[src/sps_pkg.sv]
// shared constants, register layouts and types of the serial port
package sps_pkg;

  // ****************************************************************
  // register port
  // ****************************************************************
  localparam int unsigned ADDR_W   = 2;
  localparam logic [1:0]  REG_CTRL = 2'h0;
  localparam logic [1:0]  REG_STAT = 2'h1;
  localparam logic [1:0]  REG_DATA = 2'h2;
  localparam logic [1:0]  REG_DIR  = 2'h3;

  // ****************************************************************
  // field layouts and reset values
  // ****************************************************************
  typedef struct packed {
    logic       ie;
    logic       en;
    logic       lsbf;
    logic       master_select_bit;
    logic       cpol;
    logic       cpha;
    logic [1:0] rate;
  } sps_ctrl_t;

  typedef struct packed {
    logic       transfer_complete_flag;
    logic       wcol;
    logic       ovr;
    logic [2:0] rsvd;
    logic       busy;
    logic       selected;
  } sps_stat_t;

  typedef struct packed {
    logic [2:0] rsvd;
    logic       ss_val;
    logic       ss;
    logic       sck;
    logic       miso;
    logic       mosi;
  } sps_dir_t;

  typedef struct packed {
    logic mosi;
    logic miso;
    logic sck;
    logic ss;
  } sps_pins_t;

  localparam sps_ctrl_t CTRL_RST = 8'h00;
  localparam sps_dir_t  DIR_RST  = 8'h00;
  localparam sps_pins_t PINS_IDLE = 4'h0;

  // ****************************************************************
  // timing and sizes
  // ****************************************************************
  localparam int unsigned SCK_HALF_BASE = 4;
  localparam int unsigned RX_DEPTH      = 8;
  localparam int unsigned DATA_W        = 8;
  localparam logic [3:0]  BYTE_BITS     = 4'h8;
  localparam logic [3:0]  LAST_EDGE     = 4'hf;

  typedef enum logic [2:0] {
    ST_IDLE  = 3'b001,
    ST_WAIT  = 3'b010,
    ST_SHIFT = 3'b100
  } sps_state_t;

endpackage : sps_pkg

[src/sps_fifo.sv]
// small first-in first-out buffer with a registered output stage
module sps_fifo #(
  parameter int unsigned WIDTH = 8,
  parameter int unsigned DEPTH = 8
) (
  // clock and reset
  input  wire logic             clk_i,
  input  wire logic             rst_i,
  // filling side
  input  wire logic             in_valid_i,
  output logic                  in_ready_o,
  input  wire logic [WIDTH-1:0] in_data_i,
  // draining side
  output logic                  out_valid_o,
  input  wire logic             out_ready_i,
  output logic [WIDTH-1:0]      out_data_o
);

  localparam int unsigned PW = (DEPTH > 1) ? $clog2(DEPTH) : 1;
  localparam logic [PW:0] FULL_CNT = (PW + 1)'(DEPTH);
  localparam logic [PW-1:0] LAST_PTR = PW'(DEPTH - 1);

  logic [WIDTH-1:0] mem_ff [DEPTH];
  logic [PW-1:0]    wr_ptr_ff;
  logic [PW-1:0]    rd_ptr_ff;
  logic [PW:0]      cnt_ff;
  logic             push;
  logic             pop;

  assign in_ready_o = (cnt_ff != FULL_CNT);
  assign push       = in_valid_i && in_ready_o;
  // the output stage reloads whenever it is empty or being drained
  assign pop        = (cnt_ff != '0) && (!out_valid_o || out_ready_i);

  always_ff @(posedge clk_i) begin
    if (push) begin
      mem_ff[wr_ptr_ff] <= in_data_i;
    end
  end

  always_ff @(posedge clk_i or posedge rst_i) begin
    if (rst_i) begin
      wr_ptr_ff <= '0;
      rd_ptr_ff <= '0;
      cnt_ff    <= '0;
    end else begin
      if (push) begin
        wr_ptr_ff <= (wr_ptr_ff == LAST_PTR) ? '0 : wr_ptr_ff + 1'b1;
      end
      if (pop) begin
        rd_ptr_ff <= (rd_ptr_ff == LAST_PTR) ? '0 : rd_ptr_ff + 1'b1;
      end
      cnt_ff <= cnt_ff + (PW + 1)'(push) - (PW + 1)'(pop);
    end
  end

  always_ff @(posedge clk_i or posedge rst_i) begin
    if (rst_i) begin
      out_valid_o <= 1'b0;
      out_data_o  <= '0;
    end else if (pop) begin
      out_valid_o <= 1'b1;
      out_data_o  <= mem_ff[rd_ptr_ff];
    end else if (out_ready_i) begin
      out_valid_o <= 1'b0;
    end
  end

endmodule : sps_fifo

[src/sps_port.sv]
// serial peripheral port: master or slave, register port, receive stream
// What this block does
// - one transmit byte; writes during shifting refused
// - last byte readable; unread byte lost on next
// - enabled port overrides pin directions per mode
// - master with select output: plain output only
// - select low as master: drop to slave
// - fall-back sets completion flag, maybe interrupt
// - stays slave until software sets master again
// - slave always treats select as input
// - slave active only while selected; miso per user
module sps_port
  import sps_pkg::*;
#(
  parameter int unsigned HALF_BASE = SCK_HALF_BASE,
  parameter int unsigned DEPTH     = RX_DEPTH
) (
  // clock and reset
  input  wire logic              clk_i,
  input  wire logic              rst_i,
  // register port
  input  wire logic [ADDR_W-1:0] reg_addr_i,
  input  wire logic [7:0]        reg_wdata_i,
  input  wire logic              reg_wr_i,
  input  wire logic              reg_rd_i,
  output logic [7:0]             reg_rdata_o,
  // interrupt
  input  wire logic              global_ie_i,
  output logic                   irq_o,
  // serial pins
  input  wire sps_pins_t         pin_i,
  output sps_pins_t              pin_o,
  output sps_pins_t              pin_oe_o,
  // receive stream
  output logic [DATA_W-1:0]      rx_data_o,
  output logic                   rx_valid_o,
  input  wire logic              rx_ready_i
);

  // ****************************************************************
  // helpers
  // ****************************************************************
  function automatic logic hit(input logic [ADDR_W-1:0] a,
                               input logic [ADDR_W-1:0] r,
                               input logic stb);
    return stb && (a == r);
  endfunction : hit

  function automatic logic out_bit(input logic [7:0] s, input logic lsbf);
    return lsbf ? s[0] : s[7];
  endfunction : out_bit

  function automatic logic [7:0] shift_in(input logic [7:0] s,
                                          input logic b,
                                          input logic lsbf);
    return lsbf ? {b, s[7:1]} : {s[6:0], b};
  endfunction : shift_in

  // ****************************************************************
  // declarations
  // ****************************************************************
  sps_ctrl_t  ctrl_ff;
  sps_dir_t   dir_ff;
  sps_state_t state_ff;
  sps_pins_t  sync1_ff;
  sps_pins_t  sync2_ff;
  logic       sck_prev_ff;
  logic [7:0] shreg_ff;
  logic [7:0] rx_hold_ff;
  logic       out_ff;
  logic       sck_lvl_ff;
  logic [7:0] half_cnt_ff;
  logic [3:0] edge_cnt_ff;
  logic [3:0] bitcnt_ff;
  logic       flag_ff;
  logic       wcol_ff;
  logic       ovr_ff;
  logic       armed_ff;
  logic       unread_ff;
  logic [7:0] half_len;
  logic       wr_ctrl, wr_dir, wr_data, rd_data, rd_stat;
  logic       mst, fallback, slv_sel, busy, data_ok;
  logic       tick, m_lead, m_trail, m_done, s_lead, s_trail;
  logic       lead, trail, sample, drive, done, in_bit;
  logic       fifo_ready;
  logic [7:0] nxt_shreg;
  logic [7:0] rx_byte;
  sps_stat_t  stat;

  // ****************************************************************
  // pin synchronisers
  // ****************************************************************
  always_ff @(posedge clk_i or posedge rst_i) begin
    if (rst_i) begin
      sync1_ff    <= PINS_IDLE;
      sync2_ff    <= PINS_IDLE;
      sck_prev_ff <= 1'b0;
    end else begin
      sync1_ff    <= pin_i;
      sync2_ff    <= sync1_ff;
      sck_prev_ff <= sync2_ff.sck;
    end
  end

  // ****************************************************************
  // decode and events
  // ****************************************************************
  assign wr_ctrl  = hit(reg_addr_i, REG_CTRL, reg_wr_i);
  assign wr_dir   = hit(reg_addr_i, REG_DIR, reg_wr_i);
  assign wr_data  = hit(reg_addr_i, REG_DATA, reg_wr_i);
  assign rd_data  = hit(reg_addr_i, REG_DATA, reg_rd_i);
  assign rd_stat  = hit(reg_addr_i, REG_STAT, reg_rd_i);

  assign mst      = ctrl_ff.en && ctrl_ff.master_select_bit;
  // select as an output never reaches the mode logic
  assign fallback = mst && !dir_ff.ss && !sync2_ff.ss;
  assign slv_sel  = ctrl_ff.en && !ctrl_ff.master_select_bit
                    && !sync2_ff.ss;
  assign busy     = (state_ff != ST_IDLE) || (bitcnt_ff != '0);
  assign data_ok  = wr_data && !busy;

  assign half_len = 8'(HALF_BASE) << ctrl_ff.rate;
  assign tick     = (state_ff == ST_SHIFT) && (half_cnt_ff == half_len - 8'h01);
  assign m_lead   = tick && !edge_cnt_ff[0];
  assign m_trail  = tick && edge_cnt_ff[0];
  assign m_done   = m_trail && (edge_cnt_ff == LAST_EDGE);
  assign s_lead   = slv_sel && (ctrl_ff.cpol ? (sck_prev_ff && !sync2_ff.sck)
                                             : (!sck_prev_ff && sync2_ff.sck));
  assign s_trail  = slv_sel && (ctrl_ff.cpol ? (!sck_prev_ff && sync2_ff.sck)
                                             : (sck_prev_ff && !sync2_ff.sck));
  assign lead     = mst ? m_lead : s_lead;
  assign trail    = mst ? m_trail : s_trail;
  assign sample   = ctrl_ff.cpha ? trail : lead;
  assign drive    = ctrl_ff.cpha ? lead : trail;
  assign in_bit   = mst ? sync2_ff.miso : sync2_ff.mosi;
  assign nxt_shreg = shift_in(shreg_ff, in_bit, ctrl_ff.lsbf);
  // with sampling on the leading edge the closing edge only drives,
  // so the byte already sits complete in the shift register
  assign rx_byte  = sample ? nxt_shreg : shreg_ff;
  // a byte ends after eight samples
  assign done     = mst ? m_done
                        : (sample && (bitcnt_ff == BYTE_BITS - 4'h1));

  // ****************************************************************
  // control and direction registers
  // ****************************************************************
  always_ff @(posedge clk_i or posedge rst_i) begin
    if (rst_i) begin
      ctrl_ff <= CTRL_RST;
    end else if (wr_ctrl) begin
      ctrl_ff <= sps_ctrl_t'(reg_wdata_i);
    end else if (fallback) begin
      ctrl_ff.master_select_bit <= 1'b0;
    end
  end

  always_ff @(posedge clk_i or posedge rst_i) begin
    if (rst_i) begin
      dir_ff <= DIR_RST;
    end else if (wr_dir) begin
      dir_ff <= sps_dir_t'(reg_wdata_i);
    end
  end

  // ****************************************************************
  // master sequencer
  // ****************************************************************
  always_ff @(posedge clk_i or posedge rst_i) begin
    if (rst_i) begin
      state_ff <= ST_IDLE;
    end else if (!mst || fallback) begin
      state_ff <= ST_IDLE;
    end else begin
      unique case (state_ff)
        ST_IDLE: begin
          // a full receive buffer holds the master back
          if (data_ok) begin
            state_ff <= fifo_ready ? ST_SHIFT : ST_WAIT;
          end
        end
        ST_WAIT: begin
          if (fifo_ready) begin
            state_ff <= ST_SHIFT;
          end
        end
        ST_SHIFT: begin
          if (m_done) begin
            state_ff <= ST_IDLE;
          end
        end
        default: state_ff <= ST_IDLE;
      endcase
    end
  end

  always_ff @(posedge clk_i or posedge rst_i) begin
    if (rst_i) begin
      half_cnt_ff <= '0;
      edge_cnt_ff <= '0;
      sck_lvl_ff  <= 1'b0;
    end else if (state_ff != ST_SHIFT) begin
      half_cnt_ff <= '0;
      edge_cnt_ff <= '0;
      sck_lvl_ff  <= ctrl_ff.cpol;
    end else if (tick) begin
      half_cnt_ff <= '0;
      edge_cnt_ff <= edge_cnt_ff + 4'h1;
      sck_lvl_ff  <= !sck_lvl_ff;
    end else begin
      half_cnt_ff <= half_cnt_ff + 8'h01;
    end
  end

  // ****************************************************************
  // shifter
  // ****************************************************************
  always_ff @(posedge clk_i or posedge rst_i) begin
    if (rst_i) begin
      shreg_ff  <= '0;
      out_ff    <= 1'b0;
      bitcnt_ff <= '0;
    end else begin
      if (data_ok) begin
        shreg_ff <= reg_wdata_i;
        out_ff   <= out_bit(reg_wdata_i, ctrl_ff.lsbf);
      end else begin
        if (sample) begin
          shreg_ff <= nxt_shreg;
        end
        if (drive) begin
          out_ff <= out_bit(shreg_ff, ctrl_ff.lsbf);
        end
      end
      // deselect abandons a partial slave byte
      if (done || !(slv_sel || state_ff == ST_SHIFT)) begin
        bitcnt_ff <= '0;
      end else if (sample) begin
        bitcnt_ff <= bitcnt_ff + 4'h1;
      end
    end
  end

  // ****************************************************************
  // receive holding register and status
  // ****************************************************************
  always_ff @(posedge clk_i or posedge rst_i) begin
    if (rst_i) begin
      rx_hold_ff <= '0;
      unread_ff  <= 1'b0;
    end else begin
      if (done) begin
        rx_hold_ff <= rx_byte;
      end
      unread_ff <= done || (unread_ff && !rd_data);
    end
  end

  // clearing takes a status read while set, then a data access;
  // a new event in the clearing cycle wins
  always_ff @(posedge clk_i or posedge rst_i) begin
    if (rst_i) begin
      flag_ff  <= 1'b0;
      wcol_ff  <= 1'b0;
      ovr_ff   <= 1'b0;
      armed_ff <= 1'b0;
    end else begin
      if (done || fallback) begin
        flag_ff <= 1'b1;
      end else if (armed_ff && (rd_data || wr_data)) begin
        flag_ff <= 1'b0;
      end
      if (wr_data && busy) begin
        wcol_ff <= 1'b1;
      end else if (armed_ff && (rd_data || wr_data)) begin
        wcol_ff <= 1'b0;
      end
      if (done && (unread_ff || !fifo_ready)) begin
        ovr_ff <= 1'b1;
      end else if (armed_ff && (rd_data || wr_data)) begin
        ovr_ff <= 1'b0;
      end
      if (rd_stat) begin
        armed_ff <= flag_ff || wcol_ff || ovr_ff;
      end else if (rd_data || wr_data) begin
        armed_ff <= 1'b0;
      end
    end
  end

  always_comb begin
    stat                        = '0;
    stat.transfer_complete_flag = flag_ff;
    stat.wcol                   = wcol_ff;
    stat.ovr                    = ovr_ff;
    stat.busy                   = busy;
    stat.selected               = slv_sel;
  end

  always_ff @(posedge clk_i or posedge rst_i) begin
    if (rst_i) begin
      reg_rdata_o <= '0;
    end else if (reg_rd_i) begin
      unique case (reg_addr_i)
        REG_CTRL: reg_rdata_o <= ctrl_ff;
        REG_STAT: reg_rdata_o <= stat;
        REG_DATA: reg_rdata_o <= rx_hold_ff;
        REG_DIR:  reg_rdata_o <= dir_ff;
      endcase
    end else begin
      reg_rdata_o <= '0;
    end
  end

  always_ff @(posedge clk_i or posedge rst_i) begin
    if (rst_i) begin
      irq_o <= 1'b0;
    end else begin
      irq_o <= ctrl_ff.ie && flag_ff && global_ie_i;
    end
  end

  // ****************************************************************
  // pin drivers
  // ****************************************************************
  always_ff @(posedge clk_i or posedge rst_i) begin
    if (rst_i) begin
      pin_o    <= PINS_IDLE;
      pin_oe_o <= PINS_IDLE;
    end else if (!ctrl_ff.en) begin
      pin_oe_o <= {dir_ff.mosi, dir_ff.miso, dir_ff.sck, dir_ff.ss};
      pin_o    <= {1'b0, 1'b0, ctrl_ff.cpol, dir_ff.ss_val};
    end else if (ctrl_ff.master_select_bit) begin
      pin_oe_o <= {dir_ff.mosi, 1'b0, dir_ff.sck, dir_ff.ss};
      pin_o    <= {out_ff, 1'b0, sck_lvl_ff, dir_ff.ss_val};
    end else begin
      // a slave only drives miso while selected and allowed
      pin_oe_o <= {1'b0, dir_ff.miso && !sync2_ff.ss, 1'b0, 1'b0};
      pin_o    <= {1'b0, out_ff, 1'b0, 1'b0};
    end
  end

  // ****************************************************************
  // receive stream buffer
  // ****************************************************************
  sps_fifo #(
    .WIDTH (DATA_W),
    .DEPTH (DEPTH)
  ) u_rx_fifo (
    .clk_i       (clk_i),
    .rst_i       (rst_i),
    .in_valid_i  (done),
    .in_ready_o  (fifo_ready),
    .in_data_i   (rx_byte),
    .out_valid_o (rx_valid_o),
    .out_ready_i (rx_ready_i),
    .out_data_o  (rx_data_o)
  );
endmodule : sps_port

[config.mk]
export PLATFORM = sky130hd
export DESIGN_NAME = sps_port
export DESIGN_NICKNAME = d
export VERILOG_FILES = /design/src/sps_pkg.sv /design/src/sps_fifo.sv /design/src/sps_port.sv
export SDC_FILE = /design/constraint.sdc
export NUM_CORES = 1
export LEC_CHECK = 0
export BUFFER_PORTS_ARGS = -buffer_cell sky130_fd_sc_hd__buf_2
export CAP_MARGIN = 30
export CORE_UTILIZATION = 50
export DETAILED_ROUTE_END_ITERATION = 16
export PLACE_DENSITY_LB_ADDON = 0.08
export REMOVE_ABC_BUFFERS = 1
export SLEW_MARGIN = 20
export SYNTH_ARGS = -nofsm -noshare
export SYNTH_HDL_FRONTEND = slang
export SYNTH_HIERARCHICAL = 1
export SYNTH_SLANG_ARGS = --single-unit
export TNS_END_PERCENT = 30
[constraint.sdc]
create_clock -name clk_i -period 3.5 [get_ports clk_i]
set_input_delay 0.35 -clock clk_i [delete_from_list [all_inputs] [get_ports clk_i]]
set_output_delay 0.35 -clock clk_i [all_outputs]
set_load 0.005 [all_outputs]
==> results of run 1 <==
## power by group through the flow
stage	registers [mW]	logic, mW	clock network, mW
2_1_floorplan	2.65	0.977	0
3_5_place_dp	2.68	1.51	0
3_3_place_gp	2.66	1.47	0
6_report	2.64	1.49	1.95
5_1_grt	2.67	1.65	2.07
4_1_cts	2.64	1.52	1.98
## state kept, by name, summed over array words and instances (netlist names), 3 cells and up
name	cells
state_ff	3
dir_ff	8
u_rx_fifo/out_data_o	8
u_rx_fifo/cnt_ff	4
reg_rdata_o	8
pin_o	4
bitcnt_ff	4
pin_oe_o	4
u_rx_fifo/wr_ptr_ff	3
edge_cnt_ff	4
sync2_ff	4
rx_hold_ff	8
half_cnt_ff	8
u_rx_fifo/mem_ff	64
sync1_ff	4
ctrl_ff	8
u_rx_fifo/rd_ptr_ff	3
shreg_ff	8
## logic make-up after synthesis
| kind of cell | after synthesis |
|---|---|
| AOI/OAI and AO/OA | 80 |
| and+or+nand+nor | 112 |
| adders and majority gates | 15 |
| xor gates and xnor gates | 17 |
| muxes | 92 |
| DFF | 167 |
| buffers and inverters | 38 |
## worst max path at each step
stage	start	to	slack [ns]	cells after the start
detailed placement	half_cnt_ff[0]	u_rx_fifo/cnt_ff[2]	0.34	12
floorplan	half_cnt_ff[0]	u_rx_fifo/mem_ff[0][0]	0.05	8
global route	half_cnt_ff[0]	u_rx_fifo/cnt_ff[3]	0.12	13
finish	half_cnt_ff[0]	u_rx_fifo/cnt_ff[2]	0.34	12
global placement	half_cnt_ff[0]	u_rx_fifo/cnt_ff[2]	0.41	12
CTS	half_cnt_ff[0]	u_rx_fifo/cnt_ff[2]	0.33	12
## per-stage QoR
step,hold WS [ns],instances
global placement,0.334,746
CTS,0.0156,779
floorplan,0.301,500
finish,0.0213,779
global route,0.0148,779
detailed placement,0.338,746
## cells in the final DEF (no fill, tap or decap), types with 14 or more instances in the layout
| cell type | netlist | layout |
|---|---|---|
| sky130_fd_sc_hd__buf_2 | 1 | 45 |
| sky130_fd_sc_hd__buf_4 | 3 | 17 |
| sky130_fd_sc_hd__clkbuf_16 | 0 | 18 |
| sky130_fd_sc_hd__dfrtp_1 | 102 | 102 |
| sky130_fd_sc_hd__edfxtp_1 | 64 | 64 |
| sky130_fd_sc_hd__ha_1 | 14 | 14 |
| sky130_fd_sc_hd__inv_1 | 16 | 15 |
| sky130_fd_sc_hd__mux2_2 | 50 | 50 |
| sky130_fd_sc_hd__mux2i_1 | 24 | 24 |
| sky130_fd_sc_hd__nor2_1 | 31 | 31 |
| sky130_fd_sc_hd__o21ai_0 | 21 | 21 |
## area by class of cell
class	instances	share of cell area, %
Clock inverter	8	1.25
Sequential cell	167	52.9
Tap cell	184	2.71
Clock buffer	24	6.15
Timing Repair Buffer	63	4.26
Inverter	17	0.794
Multi-Input combinational cell	316	31.9
## critical path: stages (launching register included)
cell and delay [ns]:
sky130_fd_sc_hd__dfrtp_1 0.40, sky130_fd_sc_hd__ha_1 0.26, sky130_fd_sc_hd__nor4b_2 0.25, sky130_fd_sc_hd__nand2_2 0.19, sky130_fd_sc_hd__o41ai_4 0.50, sky130_fd_sc_hd__o21ai_4 0.10
sky130_fd_sc_hd__o22ai_4 0.15, sky130_fd_sc_hd__nand2_2 0.14, sky130_fd_sc_hd__ha_1 0.31, sky130_fd_sc_hd__inv_1 0.04, sky130_fd_sc_hd__ha_1 0.19, sky130_fd_sc_hd__fa_1 0.38
sky130_fd_sc_hd__xor2_1 0.15
## routing by layer
metal / wire [microns] / up-vias / global-route usage, %
li1: - / 2049 / -
met1: 6590 / 2244 / 27.4
met2: 7730 / 93 / 36.4
met3: 456 / 31 / 4.40
met4: 535 / 0 / 11.9
met5: 0 / - / 0
## cells in the mapped netlist, types with 6 or more instances
cell type                    n  area, sq um
sky130_fd_sc_hd__a22o_1     10         87.6
sky130_fd_sc_hd__inv_1      16         60.1
sky130_fd_sc_hd__a21oi_1     7         35.0
sky130_fd_sc_hd__xor2_1     11         96.3
sky130_fd_sc_hd__o21ai_0    21          105
sky130_fd_sc_hd__and2_1     11         68.8
sky130_fd_sc_hd__edfxtp_1   64         1920
sky130_fd_sc_hd__nand2_1    12         45.0
sky130_fd_sc_hd__ha_1       14          175
sky130_fd_sc_hd__o22ai_1     8         50.1
sky130_fd_sc_hd__mux2_4     12          180
sky130_fd_sc_hd__nor2_1     31          116
sky130_fd_sc_hd__clkbuf_1   10         37.5
sky130_fd_sc_hd__nand3_1     9         45.0
sky130_fd_sc_hd__dfrtp_1   102         2550
sky130_fd_sc_hd__o31ai_1     9         67.6
sky130_fd_sc_hd__mux2i_1    24          240
sky130_fd_sc_hd__mux2_2     50          563
sky130_fd_sc_hd__xnor2_1     6         52.6
sky130_fd_sc_hd__nand2b_1    7         43.8
==> run summary, run 1 <==
- 4383 — vias in the first global route
- 29.1% — fraction of power spent switching nets
- 64 — number of flops mapped to enable cells by yosys
- 19.6 microns — Routed WL per cell
- 521 — synthesized netlist cell count
- 24200 microns — first-pass GRT wire length
- 15.2% — multiplexer share of the synthesized area
- 4 — number of optimization iterations in the first detailed-route pass
- 0 — n_diodes
- done — TritonCTS clock tree
- 167 — number of clock sinks seen by CTS
- 3.16 ns — clock period minus final worst setup slack
- sky130_fd_sc_hd__dfrtp_1 — Most used DFF post-synth
- input port to register — Worst Hold Class
- 4 — H-tree lvl count
- 58.8% — Util after Layout
- 51.1% — initial core utilization
- 0.316 GHz — top achievable clock speed
- 0 — antenna violation net count after detailed routing
- 2.01% — fraction of synthesized cell area in xor and xnor cells
- 0.341 ns — pre-CTS WS
- 259 — DRC violation total after the first TritonRoute iteration
- register — critical path launch point type
- 0 — number of hold-slack violations in the final timing report
- 32.0% — clock power share
- u_rx_fifo/cnt_ff[2] — Critical R2R Capture
- 3.63 nW — static leakage
- 46 — num ports
- 14500 sq um — core area
- 17 — cts bufs inserted
- 10900 microns — HPWL after detailed placement
- 1 — hold path cells
- 0 — Overflow after GRT
- 60.8% — sequential area share after synthesis
- 0.897 ns — actual transition at the worst max-transition pin
- 22.1% — All-Layer GR Usage
- 40.2% — Rel. slew slack
- 6 — number of warnings printed during yosys synthesis
- 0.06 ns — register clock-pin slew on the reported worst setup and hold paths
- 63 — number of distinct standard cells referenced by the synthesized netlist
- 7870 sq um — Area after DPL
- 61.7% — FFs w/ async S/R, synth
- 0 — DRC errors left
- 0 — CTS resizes
- 5.67 — average via count per standard cell
- 43.4% — relative contribution of sequential cells to total power
- 6.08 mW — Final Power
- 8 — Crit Path Max Fanout
- 124 microns — width of the chip
- 8510 sq um — post-route cell area
- 0 — Setup-failing EPs final
- register to register — type of the worst setup path
- 4.31 mW — Internal Dissipation
- 90.4% — final clock period utilization by the worst path
- 12 — worst-case reg-to-reg path depth
- 3.81 ns — Critical Path RT
- false — unrepaired setup endpoints after global routing
- 167 — total of flip-flops plus latches after synthesis
- 8.16% — fraction of the mapped netlist area in compound gates
- 0.43 ns — worst-skew pair later-pin latency
- 35 — maximum number of pins on one net before global-route repair
- 0 — antenna violations before repair
- 14.2 sq um — syn avg cell area
- 617 — count of nets after finishing
- 4417 — via count
- sync1_ff[1] — Worst Hold Endpoint
- 4500 sq um — Reg area
- 3.48 ns — data arrival time of the worst path
- 0 — Max Transition Viols Final
- 15300 microns — final WL
- 24.5% — Logic pwr share
- 1 — CTS hold repair buffers
- 0 — post-CTS setup buffers
- 2 — buffers from clock root to sink, at most
- 124 microns — vertical die dimension
- 0 ns — setup tns final
- 2720 sq um — total area of multi-input combinational cells
- pin_i[1] — start point of the worst min-delay path
- sky130_fd_sc_hd__clkbuf_16 — clock root buffer master
- half_cnt_ff[0] — Crit Reg-Reg Startpoint
- 0.34 ns — setup slack of the most critical reg-to-reg path
- 0.337 ns — setup slack of the critical path after layout
- completed — status
- 8.73% — area fraction in and, or, nand and nor cells after synthesis
- 14.9% — Layout Area Growth over Synthesis
- 29.7% — layout cells sized above 1
- 0 — max-cap violation count
- 44 — standard-cell row count
- 1150 — fill cell instance count of the final layout
- register — Critical Path Sink Type
- 7410 sq um — post-synth design cell area
- 15300 sq um — area of the die
- 1.77 mW — net load switching power
- 45 — # port buffers
- 0.356 mV — largest voltage drop on the vdd net
- 0.0109 ns — Final Skew
- 0.849 — RD Place Congestion
- multiplexers — main combinational cell family by area after synthesis
- 2.64% — share of synthesized cell area in full adder, half adder and majority cells
- 714 nW/um^2 — Pwr per Cell Area
No activity file was read; power rests on OpenSTA's default activity.
==> inputs of run 2 (changes only) <==
CORE_MARGIN = 1.5   (was not set)
SETUP_SLACK_MARGIN = 0.5   (was not set)
==> run 2 against run 1 <==
Effect of this change: clock power down 7%; worst setup slack improved by 0.32 ns; global-route usage shrank 1.1 points; first-iteration DRC count is 24% lower; critical endpoint unchanged; critical path type unchanged; sequential power barely moved; flip-flop and latch count did not move; power down 2.0%.
==> run summary, run 2 (synthesis gave the netlist of run 1 again) <==
- 0 — Setup-failing EPs final, unchanged
- 43.7% — Rel. slew slack, was 40.2%
- 3.15 ns — data arrival time of the worst path, was 3.48 ns
- 4317 — via count, was 4417
- 3.61 nW — static leakage, was 3.63 nW
- 4.18 mW — Internal Dissipation, was 4.31 mW
- 0.45 ns — delay of the slowest cell on the worst path, was 0.50 ns
- 1.78 mW — net load switching power, was 1.77 mW
- 622 — count of nets after finishing, was 617
- 64 — number of flip-flops under the largest register name, unchanged
- 44 — standard-cell row count, unchanged
- 31.0% — layout cells sized above 1, was 29.7%
- 46 — num ports, unchanged
- half_cnt_ff[0] — Crit Reg-Reg Startpoint, unchanged
- 0.66 ns — setup slack of the most critical reg-to-reg path, was 0.34 ns
- sky130_fd_sc_hd__clkbuf_16 — clock root buffer master, unchanged
- 14500 sq um — core area, unchanged
- met2 — busiest metal layer after global routing, unchanged
- 15600 sq um — area of the die, was 15300 sq um
- 3.81 ns — Critical Path RT, about the same
- done — TritonCTS clock tree, unchanged
- 35.9% — met2 track utilization from global routing, was 36.4%
- 5 — Crit Path Max Fanout, was 8
- 0.00713 ns — Final Skew, was 0.0109 ns
- 0.07 ns — register clock-pin slew on the reported worst setup and hold paths, was 0.06 ns
- u_rx_fifo/cnt_ff[2] — Critical R2R Capture, unchanged
- 0 — antenna violations before repair, unchanged
- 167 — number of clock sinks seen by CTS, unchanged
- 12 — worst-case reg-to-reg path depth, unchanged
- 45 — # port buffers, unchanged
- 0.303 ns — pre-CTS WS, was 0.341 ns
- 0 — n_diodes, unchanged
- 4 — H-tree lvl count, unchanged
- 15.3% — Layout Area Growth over Synthesis, was 14.9%
- pin_i[3] — start point of the worst min-delay path, was pin_i[1]
- 0.844 ns — actual transition at the worst max-transition pin, was 0.897 ns
- 2 — buffers from clock root to sink, at most, unchanged
- 0 — Overflow after GRT, unchanged
- 125 microns — vertical die dimension, was 124 microns
- 44.4% — relative contribution of sequential cells to total power, was 43.4%
- 697 nW/um^2 — Pwr per Cell Area, was 714 nW/um^2
- 4457 — vias in the first global route, was 4383
- 26.3% — met1 global-route usage, was 27.4%
- 125 microns — width of the chip, was 124 microns
- 4 — number of optimization iterations in the first detailed-route pass, unchanged
- 29.9% — fraction of power spent switching nets, was 29.1%
- 15200 microns — final WL, was 15300 microns
- 24800 microns — first-pass GRT wire length, was 24200 microns
- 0.661 ns — setup slack of the critical path after layout, was 0.337 ns
- u_rx_fifo/mem_ff — largest register by flop count, unchanged
- 11000 microns — HPWL after detailed placement, was 10900 microns
- 21.0% — All-Layer GR Usage, was 22.1%
- 0 — Max Transition Viols Final, unchanged
- 33 — maximum number of pins on one net before global-route repair, was 35
- ha_4, nor4b_4, nand2_2, o41ai_4, o21ai_4, o22ai_4, nand2_4, ha_1, inv_1, ha_1, fa_2, xor2_1 — cells traversed along the worst timing path, was ha_1, nor4b_2, nand2_2, o41ai_4, o21ai_4, o22ai_4, nand2_2, ha_1, inv_1, ha_1, fa_1, xor2_1
- register — critical path launch point type, unchanged
- sync1_ff[3] — Worst Hold Endpoint, was sync1_ff[1]
- 51.1% — initial core utilization, unchanged
- 30.5% — clock power share, was 32.0%
- completed — status, unchanged
- register — Critical Path Sink Type, unchanged
- 5.51 — average via count per standard cell, was 5.67
- 0 — antenna violation net count after detailed routing, unchanged
- 19.4 microns — Routed WL per cell, was 19.6 microns
- false — unrepaired setup endpoints after global routing, unchanged
- sky130_fd_sc_hd__ha_1 — most frequent cell on the critical path, unchanged
- 0 — number of hold-slack violations in the final timing report, unchanged
- 25.1% — Logic pwr share, was 24.5%
- 1 — Critical path buffers and inverters, unchanged
- 0 — DRC errors left, unchanged
- 0 — max-cap violation count, unchanged
- 1 — hold path cells, unchanged
- sky130_fd_sc_hd__o41ai_4 — cell at the slowest stage of the critical path, unchanged
- 81.1% — final clock period utilization by the worst path, was 90.4%
- 0.352 GHz — top achievable clock speed, was 0.316 GHz
- sky130_fd_sc_hd__dfrtp_1 — most common library cell in the layout ignoring fill and taps, unchanged
- 101 x sky130_fd_sc_hd__dfrtp_1, 64 x sky130_fd_sc_hd__edfxtp_1, 50 x sky130_fd_sc_hd__mux2_2, 45 x sky130_fd_sc_hd__buf_2, 31 x sky130_fd_sc_hd__nor2_1 — top library cells by usage in the layout, fill and taps aside, was 102 x sky130_fd_sc_hd__dfrtp_1, 64 x sky130_fd_sc_hd__edfxtp_1, 50 x sky130_fd_sc_hd__mux2_2, 45 x sky130_fd_sc_hd__buf_2, 31 x sky130_fd_sc_hd__nor2_1
- 2.84 ns — clock period minus final worst setup slack, was 3.16 ns
- input port to register — Worst Hold Class, unchanged
- register to register — type of the worst setup path, unchanged
- 3.74% — GR Util met3, was 4.40%
- 197 — DRC violation total after the first TritonRoute iteration, was 259
- 0.43 ns — worst-skew pair later-pin latency, about the same
- 0.817 — RD Place Congestion, was 0.849
- 0 ns — setup tns final, unchanged
- adder cells — top cell family by delay on the critical path, unchanged
- 0.336 mV — largest voltage drop on the vdd net, was 0.356 mV
- 17 — cts bufs inserted, unchanged
==> run 2: cell types whose count changed in the layout (fill, tap and decap cells not counted), sizes merged <==
cell / delta
clkinv: +2
clkinvlp: +4
clkbuf: -6
buf: +5
==> run 2: worst max-delay path by stage <==
stage	cells after the start	from	end	slack [ns]
detailed placement	12	half_cnt_ff[0]	u_rx_fifo/cnt_ff[2]	0.30
floorplan	8	half_cnt_ff[0]	u_rx_fifo/mem_ff[0][0]	0.05
global placement	12	half_cnt_ff[0]	u_rx_fifo/cnt_ff[2]	0.39
CTS	11	half_cnt_ff[1]	u_rx_fifo/cnt_ff[2]	0.52
finish	12	half_cnt_ff[0]	u_rx_fifo/cnt_ff[2]	0.66
global route	13	half_cnt_ff[0]	u_rx_fifo/cnt_ff[3]	0.52
==> run 2: power by group through the flow <==
stage	Combinational (mW)	Clock, mW	Sequential [mW]
6_report	1.50	1.82	2.65
5_1_grt	1.65	1.94	2.69
4_1_cts	1.51	1.85	2.65
3_5_place_dp	1.50	0	2.69
3_3_place_gp	1.47	0	2.67
2_1_floorplan	0.977	0	2.65
==> run 2: layer usage <==
layer,vias up,part of all wire (%)
li1,2056,-
met1,2164,43
met2,74,52
met3,23,2.4
met4,0,2.5
met5,-,0
==> run 2: final cells by class <==
class                      instances  area, sq um
tap                              184          230
sequential                       167         4500
clock inverter                    14          151
multi-input combinational        316         2760
inverter                          17         67.6
fill                            1150         5940
clock buffer                      18          429
timing repair buffer              68          400
==> run 2: stage by stage <==
step                      total power [mW]  instance area, sq um  utilization (%)  instances  hold slack, ns
after CTS                             6.01                  8480             58.6        780          0.0111
after global placement                4.14                  7860             54.3        745           0.332
after global routing                  6.28                  8540             59.0        784         0.00975
after floorplan                       3.63                  7280                -        500           0.301
after detailed placement              4.19                  7860             54.3        745           0.336
final                                 5.96                  8540             59.0        784          0.0235
==> run 2: what timing repair did <==
item,4_1_cts,5_1_grt
endpoints found under the hold margin,30,0
pin swaps,3,4
buffers inserted,2,4
hold buffers,1,0
resized for setup,3,6
setup endpoints to repair,3,19
